==> src/common/drb_pkg.sv <==
// constants for the extended diagnostic record builder
package drb_pkg;
	// ---------------------------------------------------------------
	// record layout
	// ---------------------------------------------------------------
	localparam int REC_BYTES = 16;
	localparam int BASIC_BYTES = 4;
	localparam logic [3:0] IDX_CHAN_TYPE = 4'h4;
	localparam logic [3:0] IDX_DIAG_BITS = 4'h5;
	localparam logic [3:0] IDX_CHAN_COUNT = 4'h6;
	localparam logic [3:0] IDX_GROUP_ERR = 4'h7;
	localparam logic [3:0] IDX_LOST_LOW = 4'h8;
	localparam logic [3:0] IDX_LOST_HIGH = 4'h9;
	localparam logic [3:0] IDX_LOST_UPPER = 4'ha;
	localparam logic [3:0] IDX_RSVD_11 = 4'hb;
	localparam logic [3:0] IDX_LOST_MEAS0 = 4'hc;
	localparam logic [3:0] IDX_LOST_MEAS1 = 4'hd;
	localparam logic [3:0] IDX_RSVD_14 = 4'he;
	localparam logic [3:0] IDX_RSVD_15 = 4'hf;
	localparam logic [6:0] CHAN_TYPE_DIG_IN = 7'h70;
	localparam logic [7:0] DIAG_BITS_VAL = 8'h08;
	localparam logic [7:0] CHAN_COUNT_VAL = 8'h08;
	localparam logic [7:0] BASIC_BYTE1_VAL = 8'h1f;
	// byte 0 and byte 3 bit positions
	localparam int B0_MOD_FAIL = 0;
	localparam int B0_EXT_ERR = 2;
	localparam int B0_CHAN_ERR = 3;
	localparam int B3_LOST = 6;
	// byte 7 bit positions of the meter errors
	localparam int B7_METER0 = 4;
	localparam int B7_METER1 = 5;
	// ---------------------------------------------------------------
	// own registers (byte addresses)
	// ---------------------------------------------------------------
	localparam logic [7:0] ADDR_CTRL = 8'h40;
	localparam logic [7:0] ADDR_IRQ_STAT = 8'h44;
	localparam logic [7:0] ADDR_IRQ_MASK = 8'h48;
	localparam logic [7:0] ADDR_LOST_CLR = 8'h4c;
	localparam int CTRL_MODE_PWM = 0;
	localparam int CTRL_MORE_TYPES = 1;
	localparam int CTRL_RELEASE_EN = 2;
	localparam logic [2:0] CTRL_RESET = 3'h4;
	localparam int IRQ_INCOMING = 0;
	localparam int IRQ_OUTGOING = 1;
	localparam int IRQ_LOST = 2;
	localparam logic [2:0] IRQ_MASK_RESET = 3'h0;
	localparam int LOST_INPUTS = 10;
	localparam int LOST_MEAS = 2;
	typedef enum logic [1:0] {
		DRB_IDLE = 2'b00,
		DRB_WAIT = 2'b01,
		DRB_DONE = 2'b10
	} drb_apb_e;
endpackage

==> src/hdl/drb_top.sv <==
// extended diagnostic record builder with apb register access
// Behaviour
// RULE_01 - The record is four basic bytes followed by twelve module bytes, sixteen in all.
// RULE_02 - Byte 4 bits 6..0 carry the channel type code, here digital input 70h.
// RULE_03 - Byte 4 bit 7 tells whether further channel types are present.
// RULE_04 - Byte 5 gives eight diagnostic bits per channel.
// RULE_05 - Byte 6 gives eight channels for the module.
// RULE_06 - Byte 7 bits 0, 1 and 2 flag errors of the three input channel groups.
// RULE_07 - In frequency mode byte 7 bits 4 and 5 flag meter 0 and meter 1 errors.
// RULE_08 - In pulse width mode byte 7 holds only the three group error bits.
// RULE_09 - Byte 8 even bits flag lost process interrupts of inputs 0.0 to 0.3, odd bits zero.
// RULE_10 - Byte 9 even bits flag lost process interrupts of inputs 0.4 to 0.7, odd bits zero.
// RULE_11 - Byte 10 bits 0 and 2 flag lost interrupts of inputs 1.0 and 1.1, the rest zero.
// RULE_12 - In frequency mode byte 12 bit 0 flags a lost end of integration on channel 0.
// RULE_13 - In frequency mode byte 13 bit 0 flags a lost end of integration on channel 1.
// RULE_14 - Byte 11 is always reserved, bytes 12 to 15 reserved as each mode says.
// RULE_15 - Basic byte 0 shows module failure, external error and channel error at bits 0, 2, 3.
// RULE_16 - An outgoing message on error removal is sent only while release is enabled.
// RULE_17 - Reserved bits read zero and reading never changes a flag.
`timescale 1ns/100ps
module drb_top
	import drb_pkg::*;
(
	// clock and reset
	input wire logic pclk,
	input wire logic presetn,
	input wire logic pce,
	// apb slave
	input wire logic psel,
	input wire logic penable,
	input wire logic pwrite,
	input wire logic [7:0] paddr,
	input wire logic [31:0] pwdata,
	output logic [31:0] prdata,
	output logic pready,
	output logic pslverr,
	// error sources from the i/o side
	input wire logic module_fail_in,
	input wire logic ext_error_in,
	input wire logic [2:0] group_error_in,
	input wire logic [1:0] meter_error_in,
	input wire logic [drb_pkg::LOST_INPUTS-1:0] lost_input_in,
	input wire logic [drb_pkg::LOST_MEAS-1:0] lost_meas_in,
	// events and interrupt
	output logic diag_outgoing,
	output logic irq
);
	import drb_pkg::*;

	// ---------------------------------------------------------------
	// input synchronisers
	// ---------------------------------------------------------------
	localparam int SYNC_W = 2 + 3 + 2 + LOST_INPUTS + LOST_MEAS;
	logic [SYNC_W-1:0] sync1_reg;
	logic [SYNC_W-1:0] sync2_reg;
	logic [LOST_INPUTS+LOST_MEAS-1:0] lost_prev_reg;

	always_ff @(posedge pclk or negedge presetn)
	begin
		if (!presetn)
		begin
			sync1_reg <= '0;
			sync2_reg <= '0;
		end
		else if (pce)
		begin
			sync1_reg <= {module_fail_in, ext_error_in, group_error_in, meter_error_in,
				lost_input_in, lost_meas_in};
			sync2_reg <= sync1_reg;
		end
	end

	logic mod_fail_s;
	logic ext_err_s;
	logic [2:0] group_err_s;
	logic [1:0] meter_err_s;
	logic [LOST_INPUTS+LOST_MEAS-1:0] lost_s;
	assign {mod_fail_s, ext_err_s, group_err_s, meter_err_s, lost_s} = sync2_reg;

	// ---------------------------------------------------------------
	// control register
	// ---------------------------------------------------------------
	logic [2:0] ctrl_reg;
	logic [2:0] irq_mask_reg;
	logic [2:0] irq_stat_reg;
	logic [LOST_INPUTS+LOST_MEAS-1:0] lost_reg;
	drb_apb_e state_reg;
	logic wr_take;
	logic rd_take;
	logic addr_ok;

	// the write lands on the edge where pready is seen high
	assign wr_take = psel && penable && pwrite && pready && (state_reg == DRB_DONE);
	assign rd_take = psel && penable && !pwrite && (state_reg == DRB_WAIT);

	always_ff @(posedge pclk or negedge presetn)
	begin
		if (!presetn)
			ctrl_reg <= CTRL_RESET;
		else if (pce && wr_take && paddr == ADDR_CTRL)
			ctrl_reg <= pwdata[2:0];
	end

	logic pwm_mode;
	assign pwm_mode = ctrl_reg[CTRL_MODE_PWM];

	// ---------------------------------------------------------------
	// lost process interrupt flags
	// ---------------------------------------------------------------
	logic [LOST_INPUTS+LOST_MEAS-1:0] lost_rise;
	logic [LOST_INPUTS+LOST_MEAS-1:0] lost_clr;
	assign lost_rise = lost_s & ~lost_prev_reg;
	assign lost_clr = (wr_take && paddr == ADDR_LOST_CLR) ?
		pwdata[LOST_INPUTS+LOST_MEAS-1:0] : '0;

	// a new loss in the clear cycle survives the clear
	always_ff @(posedge pclk or negedge presetn)
	begin
		if (!presetn)
		begin
			lost_prev_reg <= '0;
			lost_reg <= '0;
		end
		else if (pce)
		begin
			lost_prev_reg <= lost_s;
			lost_reg <= (lost_reg & ~lost_clr) | lost_rise; // [RULE_17]
		end
	end

	// ---------------------------------------------------------------
	// record assembly
	// ---------------------------------------------------------------
	logic chan_err;
	assign chan_err = (|group_err_s) || (!pwm_mode && (|meter_err_s));

	// lost flags sit on even bit positions, odd positions stay zero
	function automatic logic [7:0] spread4(input logic [3:0] f);
		spread4 = {1'b0, f[3], 1'b0, f[2], 1'b0, f[1], 1'b0, f[0]};
	endfunction

	function automatic logic [7:0] rec_byte(input logic [3:0] idx);
		logic [7:0] b;
		b = 8'h00;
		case (idx)
			4'h0:
			begin
				b[B0_MOD_FAIL] = mod_fail_s; // [RULE_15]
				b[B0_EXT_ERR] = ext_err_s; // [RULE_15]
				b[B0_CHAN_ERR] = chan_err; // [RULE_15]
			end
			4'h1: b = BASIC_BYTE1_VAL;
			4'h3: b[B3_LOST] = |lost_reg;
			IDX_CHAN_TYPE: b = {ctrl_reg[CTRL_MORE_TYPES], CHAN_TYPE_DIG_IN}; // [RULE_02] [RULE_03]
			IDX_DIAG_BITS: b = DIAG_BITS_VAL; // [RULE_04]
			IDX_CHAN_COUNT: b = CHAN_COUNT_VAL; // [RULE_05]
			IDX_GROUP_ERR:
			begin
				b[2:0] = group_err_s; // [RULE_06]
				if (!pwm_mode) // [RULE_08]
				begin
					b[B7_METER0] = meter_err_s[0]; // [RULE_07]
					b[B7_METER1] = meter_err_s[1]; // [RULE_07]
				end
			end
			IDX_LOST_LOW: b = spread4(lost_reg[LOST_MEAS+3:LOST_MEAS]); // [RULE_09]
			IDX_LOST_HIGH: b = spread4(lost_reg[LOST_MEAS+7:LOST_MEAS+4]); // [RULE_10]
			IDX_LOST_UPPER: b = spread4({2'b00, lost_reg[LOST_MEAS+9:LOST_MEAS+8]}); // [RULE_11]
			IDX_LOST_MEAS0: b[0] = !pwm_mode && lost_reg[0]; // [RULE_12] [RULE_14]
			IDX_LOST_MEAS1: b[0] = !pwm_mode && lost_reg[1]; // [RULE_13] [RULE_14]
			default: b = 8'h00; // [RULE_14] [RULE_17]
		endcase
		rec_byte = b;
	endfunction

	// flat view of the record so that assertions see sampled values, not live ones
	logic [7:0] rec_view [REC_BYTES];
	always_comb
	begin
		for (int i = 0; i < REC_BYTES; i++)
			rec_view[i] = rec_byte(4'(i));
	end

	// ---------------------------------------------------------------
	// diagnostic events and interrupt
	// ---------------------------------------------------------------
	logic err_any;
	logic err_prev_reg;
	logic err_came;
	logic err_gone;
	logic [2:0] irq_set;
	logic [2:0] irq_clr;
	assign err_any = mod_fail_s || ext_err_s || chan_err;
	assign err_came = err_any && !err_prev_reg;
	assign err_gone = !err_any && err_prev_reg;
	assign irq_set = {|lost_rise, err_gone && ctrl_reg[CTRL_RELEASE_EN], err_came};
	assign irq_clr = (wr_take && paddr == ADDR_IRQ_STAT) ? pwdata[2:0] : 3'h0;

	always_ff @(posedge pclk or negedge presetn)
	begin
		if (!presetn)
		begin
			err_prev_reg <= 1'b0;
			diag_outgoing <= 1'b0;
		end
		else if (pce)
		begin
			err_prev_reg <= err_any;
			diag_outgoing <= err_gone && ctrl_reg[CTRL_RELEASE_EN]; // [RULE_16]
		end
	end

	always_ff @(posedge pclk or negedge presetn)
	begin
		if (!presetn)
			irq_mask_reg <= IRQ_MASK_RESET;
		else if (pce && wr_take && paddr == ADDR_IRQ_MASK)
			irq_mask_reg <= pwdata[2:0];
	end

	// set wins over a write-one-to-clear in the same cycle
	always_ff @(posedge pclk or negedge presetn)
	begin
		if (!presetn)
			irq_stat_reg <= 3'h0;
		else if (pce)
			irq_stat_reg <= (irq_stat_reg & ~irq_clr) | irq_set;
	end

	always_ff @(posedge pclk or negedge presetn)
	begin
		if (!presetn)
			irq <= 1'b0;
		else if (pce)
			irq <= |(((irq_stat_reg & ~irq_clr) | irq_set) & irq_mask_reg);
	end

	// ---------------------------------------------------------------
	// apb slave: one wait state, pready is a flop
	// ---------------------------------------------------------------
	// record bytes sit one per word, byte n at address 4n
	assign addr_ok = (paddr[1:0] == 2'b00) && ((paddr[7:6] == 2'b00) ||
		paddr == ADDR_CTRL || paddr == ADDR_IRQ_STAT ||
		paddr == ADDR_IRQ_MASK || paddr == ADDR_LOST_CLR); // [RULE_01]

	function automatic logic [31:0] read_word(input logic [7:0] a);
		logic [31:0] w;
		w = 32'h0000_0000;
		if (a[7:6] == 2'b00)
			w = {24'h00_0000, rec_byte(a[5:2])};
		else if (a == ADDR_CTRL)
			w = {29'h0, ctrl_reg};
		else if (a == ADDR_IRQ_STAT)
			w = {29'h0, irq_stat_reg};
		else if (a == ADDR_IRQ_MASK)
			w = {29'h0, irq_mask_reg};
		else
			w = 32'h0000_0000;
		read_word = w;
	endfunction

	always_ff @(posedge pclk or negedge presetn)
	begin
		if (!presetn)
		begin
			state_reg <= DRB_IDLE;
			pready <= 1'b0;
			pslverr <= 1'b0;
			prdata <= 32'h0000_0000;
		end
		else if (pce)
		begin
			case (state_reg)
				DRB_IDLE:
				begin
					pready <= 1'b0;
					pslverr <= 1'b0;
					if (psel && !penable)
						state_reg <= DRB_WAIT;
				end
				DRB_WAIT:
				begin
					if (psel && penable)
					begin
						pready <= 1'b1;
						pslverr <= !addr_ok;
						// read is side-effect free
						prdata <= rd_take ? read_word(paddr) : 32'h0000_0000; // [RULE_17]
						state_reg <= DRB_DONE;
					end
					else if (!psel)
						state_reg <= DRB_IDLE;
				end
				DRB_DONE:
				begin
					pready <= 1'b0;
					pslverr <= 1'b0;
					prdata <= 32'h0000_0000;
					state_reg <= (psel && !penable) ? DRB_WAIT : DRB_IDLE;
				end
				default:
				begin
					pready <= 1'b0;
					pslverr <= 1'b0;
					state_reg <= DRB_IDLE;
				end
			endcase
		end
	end

	// ---------------------------------------------------------------
	// assertions
	// ---------------------------------------------------------------
	AST_CHAN_TYPE: assert property (@(posedge pclk) disable iff (!presetn) // [RULE_02]
		rec_view[IDX_CHAN_TYPE] == {ctrl_reg[CTRL_MORE_TYPES], 7'h70})
		else $error("channel type byte wrong");
	AST_MORE_TYPES: assert property (@(posedge pclk) disable iff (!presetn) // [RULE_03]
		pce && wr_take && paddr == ADDR_CTRL |=>
		rec_view[IDX_CHAN_TYPE][7] == $past(pwdata[CTRL_MORE_TYPES]))
		else $error("more types flag not taken");
	AST_FIXED_COUNTS: assert property (@(posedge pclk) disable iff (!presetn) // [RULE_04] [RULE_05]
		rec_view[IDX_DIAG_BITS] == 8'h08 && rec_view[IDX_CHAN_COUNT] == 8'h08)
		else $error("fixed count bytes wrong");
	AST_GROUP_ERR: assert property (@(posedge pclk) disable iff (!presetn) // [RULE_06]
		rec_view[IDX_GROUP_ERR][3:0] == {1'b0, group_err_s})
		else $error("group error bits wrong");
	AST_METER_FREQ: assert property (@(posedge pclk) disable iff (!presetn) // [RULE_07]
		!pwm_mode |-> rec_view[IDX_GROUP_ERR][7:4] == {2'b00, meter_err_s})
		else $error("meter error bits wrong");
	AST_METER_PWM: assert property (@(posedge pclk) disable iff (!presetn) // [RULE_08]
		pwm_mode |-> rec_view[IDX_GROUP_ERR][7:3] == 5'h00)
		else $error("pwm byte 7 upper bits not zero");
	AST_LOST_STICKY: assert property (@(posedge pclk) disable iff (!presetn) // [RULE_09]
		pce && (lost_rise[LOST_MEAS] || (lost_reg[LOST_MEAS] && !lost_clr[LOST_MEAS]))
		|=> rec_view[IDX_LOST_LOW][0])
		else $error("lost flag of input 0.0 not held");
	AST_ODD_ZERO: assert property (@(posedge pclk) disable iff (!presetn) // [RULE_10]
		((rec_view[IDX_LOST_HIGH] | rec_view[IDX_LOST_LOW]) & 8'haa) == 8'h00)
		else $error("odd lost bit not zero");
	AST_UPPER: assert property (@(posedge pclk) disable iff (!presetn) // [RULE_11]
		rec_view[IDX_LOST_UPPER][7:3] == 5'h00 && rec_view[IDX_LOST_UPPER][1] == 1'b0)
		else $error("byte 10 reserved bits not zero");
	AST_MEAS: assert property (@(posedge pclk) disable iff (!presetn) // [RULE_12]
		rec_view[IDX_LOST_MEAS0] == {7'h00, !pwm_mode && lost_reg[0]} &&
		rec_view[IDX_LOST_MEAS1] == {7'h00, !pwm_mode && lost_reg[1]}) // [RULE_13]
		else $error("measurement lost byte wrong");
	AST_RSVD: assert property (@(posedge pclk) disable iff (!presetn) // [RULE_14]
		rec_view[IDX_RSVD_11] == 8'h00 && rec_view[IDX_RSVD_14] == 8'h00 &&
		rec_view[IDX_RSVD_15] == 8'h00)
		else $error("reserved byte not zero");
	AST_BYTE0: assert property (@(posedge pclk) disable iff (!presetn) // [RULE_15]
		rec_view[0] == {4'h0, chan_err, ext_err_s, 1'b0, mod_fail_s})
		else $error("basic byte 0 wrong");
	AST_OUTGOING: assert property (@(posedge pclk) disable iff (!presetn) // [RULE_16]
		pce && err_gone |=> diag_outgoing == $past(ctrl_reg[CTRL_RELEASE_EN]))
		else $error("outgoing message does not follow release enable");
	AST_READ_CLEAN: assert property (@(posedge pclk) disable iff (!presetn) // [RULE_17]
		pce && rd_take && lost_rise == '0 |=> lost_reg == $past(lost_reg))
		else $error("read changed a lost flag");
	AST_APB_ANSWER: assert property (@(posedge pclk) disable iff (!presetn) // [RULE_01]
		pce && psel && !penable && state_reg == DRB_IDLE ##1 pce && psel && penable |=> pready)
		else $error("apb answer late");
	COV_READ: cover property (@(posedge pclk) disable iff (!presetn) rd_take ##1 pready);
	COV_WRITE: cover property (@(posedge pclk) disable iff (!presetn) wr_take);
	COV_OUTGOING: cover property (@(posedge pclk) disable iff (!presetn) diag_outgoing);
	COV_IRQ: cover property (@(posedge pclk) disable iff (!presetn) irq && pwm_mode);
endmodule

==> config.mk <==
export PLATFORM = sky130hd
export DESIGN_NAME = drb_top
export DESIGN_NICKNAME = d
export VERILOG_FILES = /design/src/common/drb_pkg.sv /design/src/hdl/drb_top.sv
export SDC_FILE = /design/constraint.sdc
export NUM_CORES = 1
export LEC_CHECK = 0
export BUFFER_PORTS_ARGS = -buffer_cell sky130_fd_sc_hd__buf_2
export CORE_MARGIN = 5
export CORE_UTILIZATION = 58
export CTS_BUF_LIST = sky130_fd_sc_hd__clkbuf_8 sky130_fd_sc_hd__clkbuf_16
export DETAILED_ROUTE_END_ITERATION = 12
export GPL_TIMING_DRIVEN = 0
export PLACE_DENSITY = 0.86
export SYNTH_ARGS = -nofsm -noshare
export SYNTH_HDL_FRONTEND = slang
export SYNTH_SLANG_ARGS = --single-unit
==> constraint.sdc <==
create_clock -name pclk -period 3.91 [get_ports pclk]
set_input_delay 0.782 -clock pclk [delete_from_list [all_inputs] [get_ports pclk]]
set_output_delay 0.782 -clock pclk [all_outputs]
set_load 0.005 [all_outputs]
==> summary.md <==
| Metric | Value |
|---|---|
| Largest net degree at the start of global routing | 65 |
| Fin crit share | between 50% and 60% |
| Ant diodes | 0 |
| WL/cell | approximately 17 um |
| CTS tree | built |
| Run status | finished, final reports clean |
| Final setup margin | 1750 ps |
| Largest family of logic cells by synthesized area | multiplexers |
| Detailed Route Iter0 Violations | ~250 |
| Die area | ~0.009 mm^2 |
| Cell area after layout | ~0.005 mm^2 |
| Fmax | around 0.46 GHz |
| Ports | 101 |
| Worst setup SP type | primary input |
| Most common cell after layout, fill and taps aside | dfrtp_1 |
| YS warnings | 0 |
| Number of global-route vias before repair | 3137 |
| Complex-gate fraction of the synthesized area | 12.0% |
| R2r worst-path depth | 6 |
| Final setup TNS | 0 ps |
| Placement Cell Area | between 0.004 and 0.005 mm^2 |
| Critical Path RT | 4150 ps |
| Worst min-delay path category | in2async |
| CTS sink cnt | between 80 and 90 |
| Library cells used by synthesis | 49 |
| PD cells | between 300 and 400 mW/mm^2 |
| Final setup skew | roughly 5.4 ps |
| Ys flop type | dfrtp_1 |
| Cell Area, Synth | about 0.0042 mm^2 |
| Synth Area in XOR/XNOR | 0% |
| Share of the yosys chip area belonging to registers | between 50% and 60% |
| Clk buf depth | 2 |
| Portion of netlist area occupied by mux cells | around 16% |
| Tot Pwr | roughly 1.9 mW |
| Post-synth EDFFs | 0 |
| Routed vias/inst | 5.67 |
| CTS buffer count | 9 |
| Crit Path Max Fanout | 4 |
| Pins over their slew limit | 0 |
| Crit end category | register |
| H-tree Lvls | 3 |
| Vias | between 3000 and 4000 |
| Post-CTS sizing | 0 |
| PortBufs | 55 |
| Die X | ~95 um |
| Share of cells above drive strength 1 | between 30% and 40% |
| Final net count | approximately 530 |
| Gr usage total | a little under a quarter |
| First-pass GRT wire length | between 15000 and 20000 um |
| # DRC | 0 |
| Critical path class | in2reg |
| Post-Synth Adder-Cell Area | 0% |
| DP Worst Slack | 1410 ps |
| Critical Path AT | 2400 ps |
| Crit path time final | 2160 ps |
| Setup bufs post-CTS | 0 |
| Slew headroom | 55.4% |
| Die height | ~95 um |
| Clock slew at reported path FFs | approximately 80 ps |
| Final WL | around 9600 um |
| Root buffer cell | clkbuf_8 |
| Simple-gate area share of the yosys netlist | 13.4% |
| Core area | between 0.007 and 0.008 mm^2 |
| RSZ-0062 raised after global routing | false |
| Async set or reset register ratio after synthesis | 100% |
| Tightest Pin Transition | 669 ps |
| Routability cong. | just over 0.9 |
| CTS Hold Bufs | 0 |
| Post-Syn Area per Cell | ~11 um^2 |
| Most frequent cells in the layout | dfrtp_1, buf_2, mux2_2, nand2_1, buf_4 |
| Initial Util | about three fifths |
| Max cap viols | 0 |
| Clock latency on the worst-skew pair | 350 ps |
| Synth Register Bits | 86 |
| # setup viols final | 0 |
| Initial antenna violation count | 0 |
| Remaining Overflow, GRT | 0 |
| P&R area growth vs syn | 16.6% |
| Cell Rows | 31 |
| Mapped Cells | about 370 |
| Dpl hpwl | approximately 7300 um |
| Layout fillers | roughly 570 |
| Antenna Nets Post-Route | 0 |
| Leak pwr | between 2 and 2.5 nW |
| Drt first pass iters | 5 |
| Final hold vios | 0 |
| Max VDD drop | 0.261 mV |
[Yosys cell counts, types with 2 or more instances]
| cell type | count | area [um^2] |
|---|---|---|
| o2bb2ai_1 | 5 | 43.8 |
| inv_1 | 9 | 33.8 |
| nor2_1 | 16 | 60.1 |
| nand2_1 | 33 | 124 |
| buf_4 | 25 | 188 |
| or3_4 | 2 | 22.5 |
| dfrtp_1 | 85 | 2130 |
| a21oi_1 | 8 | 40.0 |
| a31oi_1 | 7 | 43.8 |
| o21ai_0 | 11 | 55.1 |
| and2_1 | 2 | 12.5 |
| a211oi_1 | 3 | 22.5 |
| nor3_1 | 5 | 25.0 |
| a2111oi_0 | 2 | 17.5 |
| a22o_1 | 13 | 114 |
| nor2b_1 | 16 | 100 |
| nand2b_1 | 3 | 18.8 |
| buf_2 | 4 | 20.0 |
| nand4_1 | 5 | 31.3 |
| o22ai_1 | 2 | 12.5 |
| o31ai_1 | 2 | 15.0 |
| nand3_1 | 9 | 45.0 |
| mux2i_1 | 7 | 70.1 |
| nor4_1 | 6 | 37.5 |
| o21ai_1 | 2 | 10.0 |
| buf_1 | 2 | 7.51 |
| mux2_2 | 55 | 619 |
| clkbuf_1 | 10 | 37.5 |
| a32o_1 | 3 | 30.0 |
[layer usage]
metal	vias to the layer above	routed length (um)	share of wire [%]	global-route usage (%)
met1	1559	3810	40	29.6
met3	18	872	9.1	5.52
met5	-	0	0	0
met4	0	127	1.3	6.49
li1	1472	-	-	-
met2	163	4740	50	37.7
[worst paths after layout]
path / startpoint / end / slack (ps)
min: presetn / prdata[3] / 330
min reg2reg: lost_prev_reg[11] / lost_reg[11] / 470
max in group asynchronous: presetn / ctrl_reg[2] / 2930
max reg2reg: state_reg[0] / lost_reg[9] / 1890
max: paddr[3] / irq / 1750
min in group pclk: lost_prev_reg[11] / lost_reg[11] / 470
[where the power goes]
| part | internal [mW] | total [mW] | switching [mW] |
|---|---|---|---|
| logic | 0.136 | 0.272 | 0.136 |
| clock network | 0.287 | 0.594 | 0.308 |
| registers | 0.972 | 1.03 | 0.0550 |
| total | 1.39 | 1.89 | 0.499 |
[cell families after synthesis]
| kind of cell | after synthesis |
|---|---|
| other | 1 |
| AOI/OAI and AO/OA | 69 |
| muxes | 62 |
| and+or+nand+nor | 104 |
| buffers and inverters | 50 |
| DFF | 86 |
[metrics by stage]
| step | hold slack (ps) | cells | utilization (%) |
|---|---|---|---|
| final | 325 | 566 | 68.6 |
| after global routing | 331 | 566 | 68.6 |
| after CTS | 317 | 566 | 68.6 |
| after detailed placement | 457 | 550 | 66.0 |
| after global placement | 424 | 549 | 65.6 |
| after floorplan | 416 | 395 | - |
[worst max-delay path: stages]
cell      delay, ps
buf_2           120
or4b_4          570
o31ai_2         310
nand4_1         210
a2111o_1        410
[layout make-up]
type / instances / area [um^2] / area share, %
Sequential cell: 86 / 2150 / 44.0
Multi-Input combinational cell: 259 / 1840 / 37.7
Timing Repair Buffer: 56 / 305 / 6.24
Buffer: 41 / 253 / 5.16
Clock buffer: 9 / 124 / 2.53
Tap cell: 99 / 124 / 2.53
Clock inverter: 7 / 58.8 / 1.20
Inverter: 9 / 33.8 / 0.690
Power figures use the tool's default switching activity.
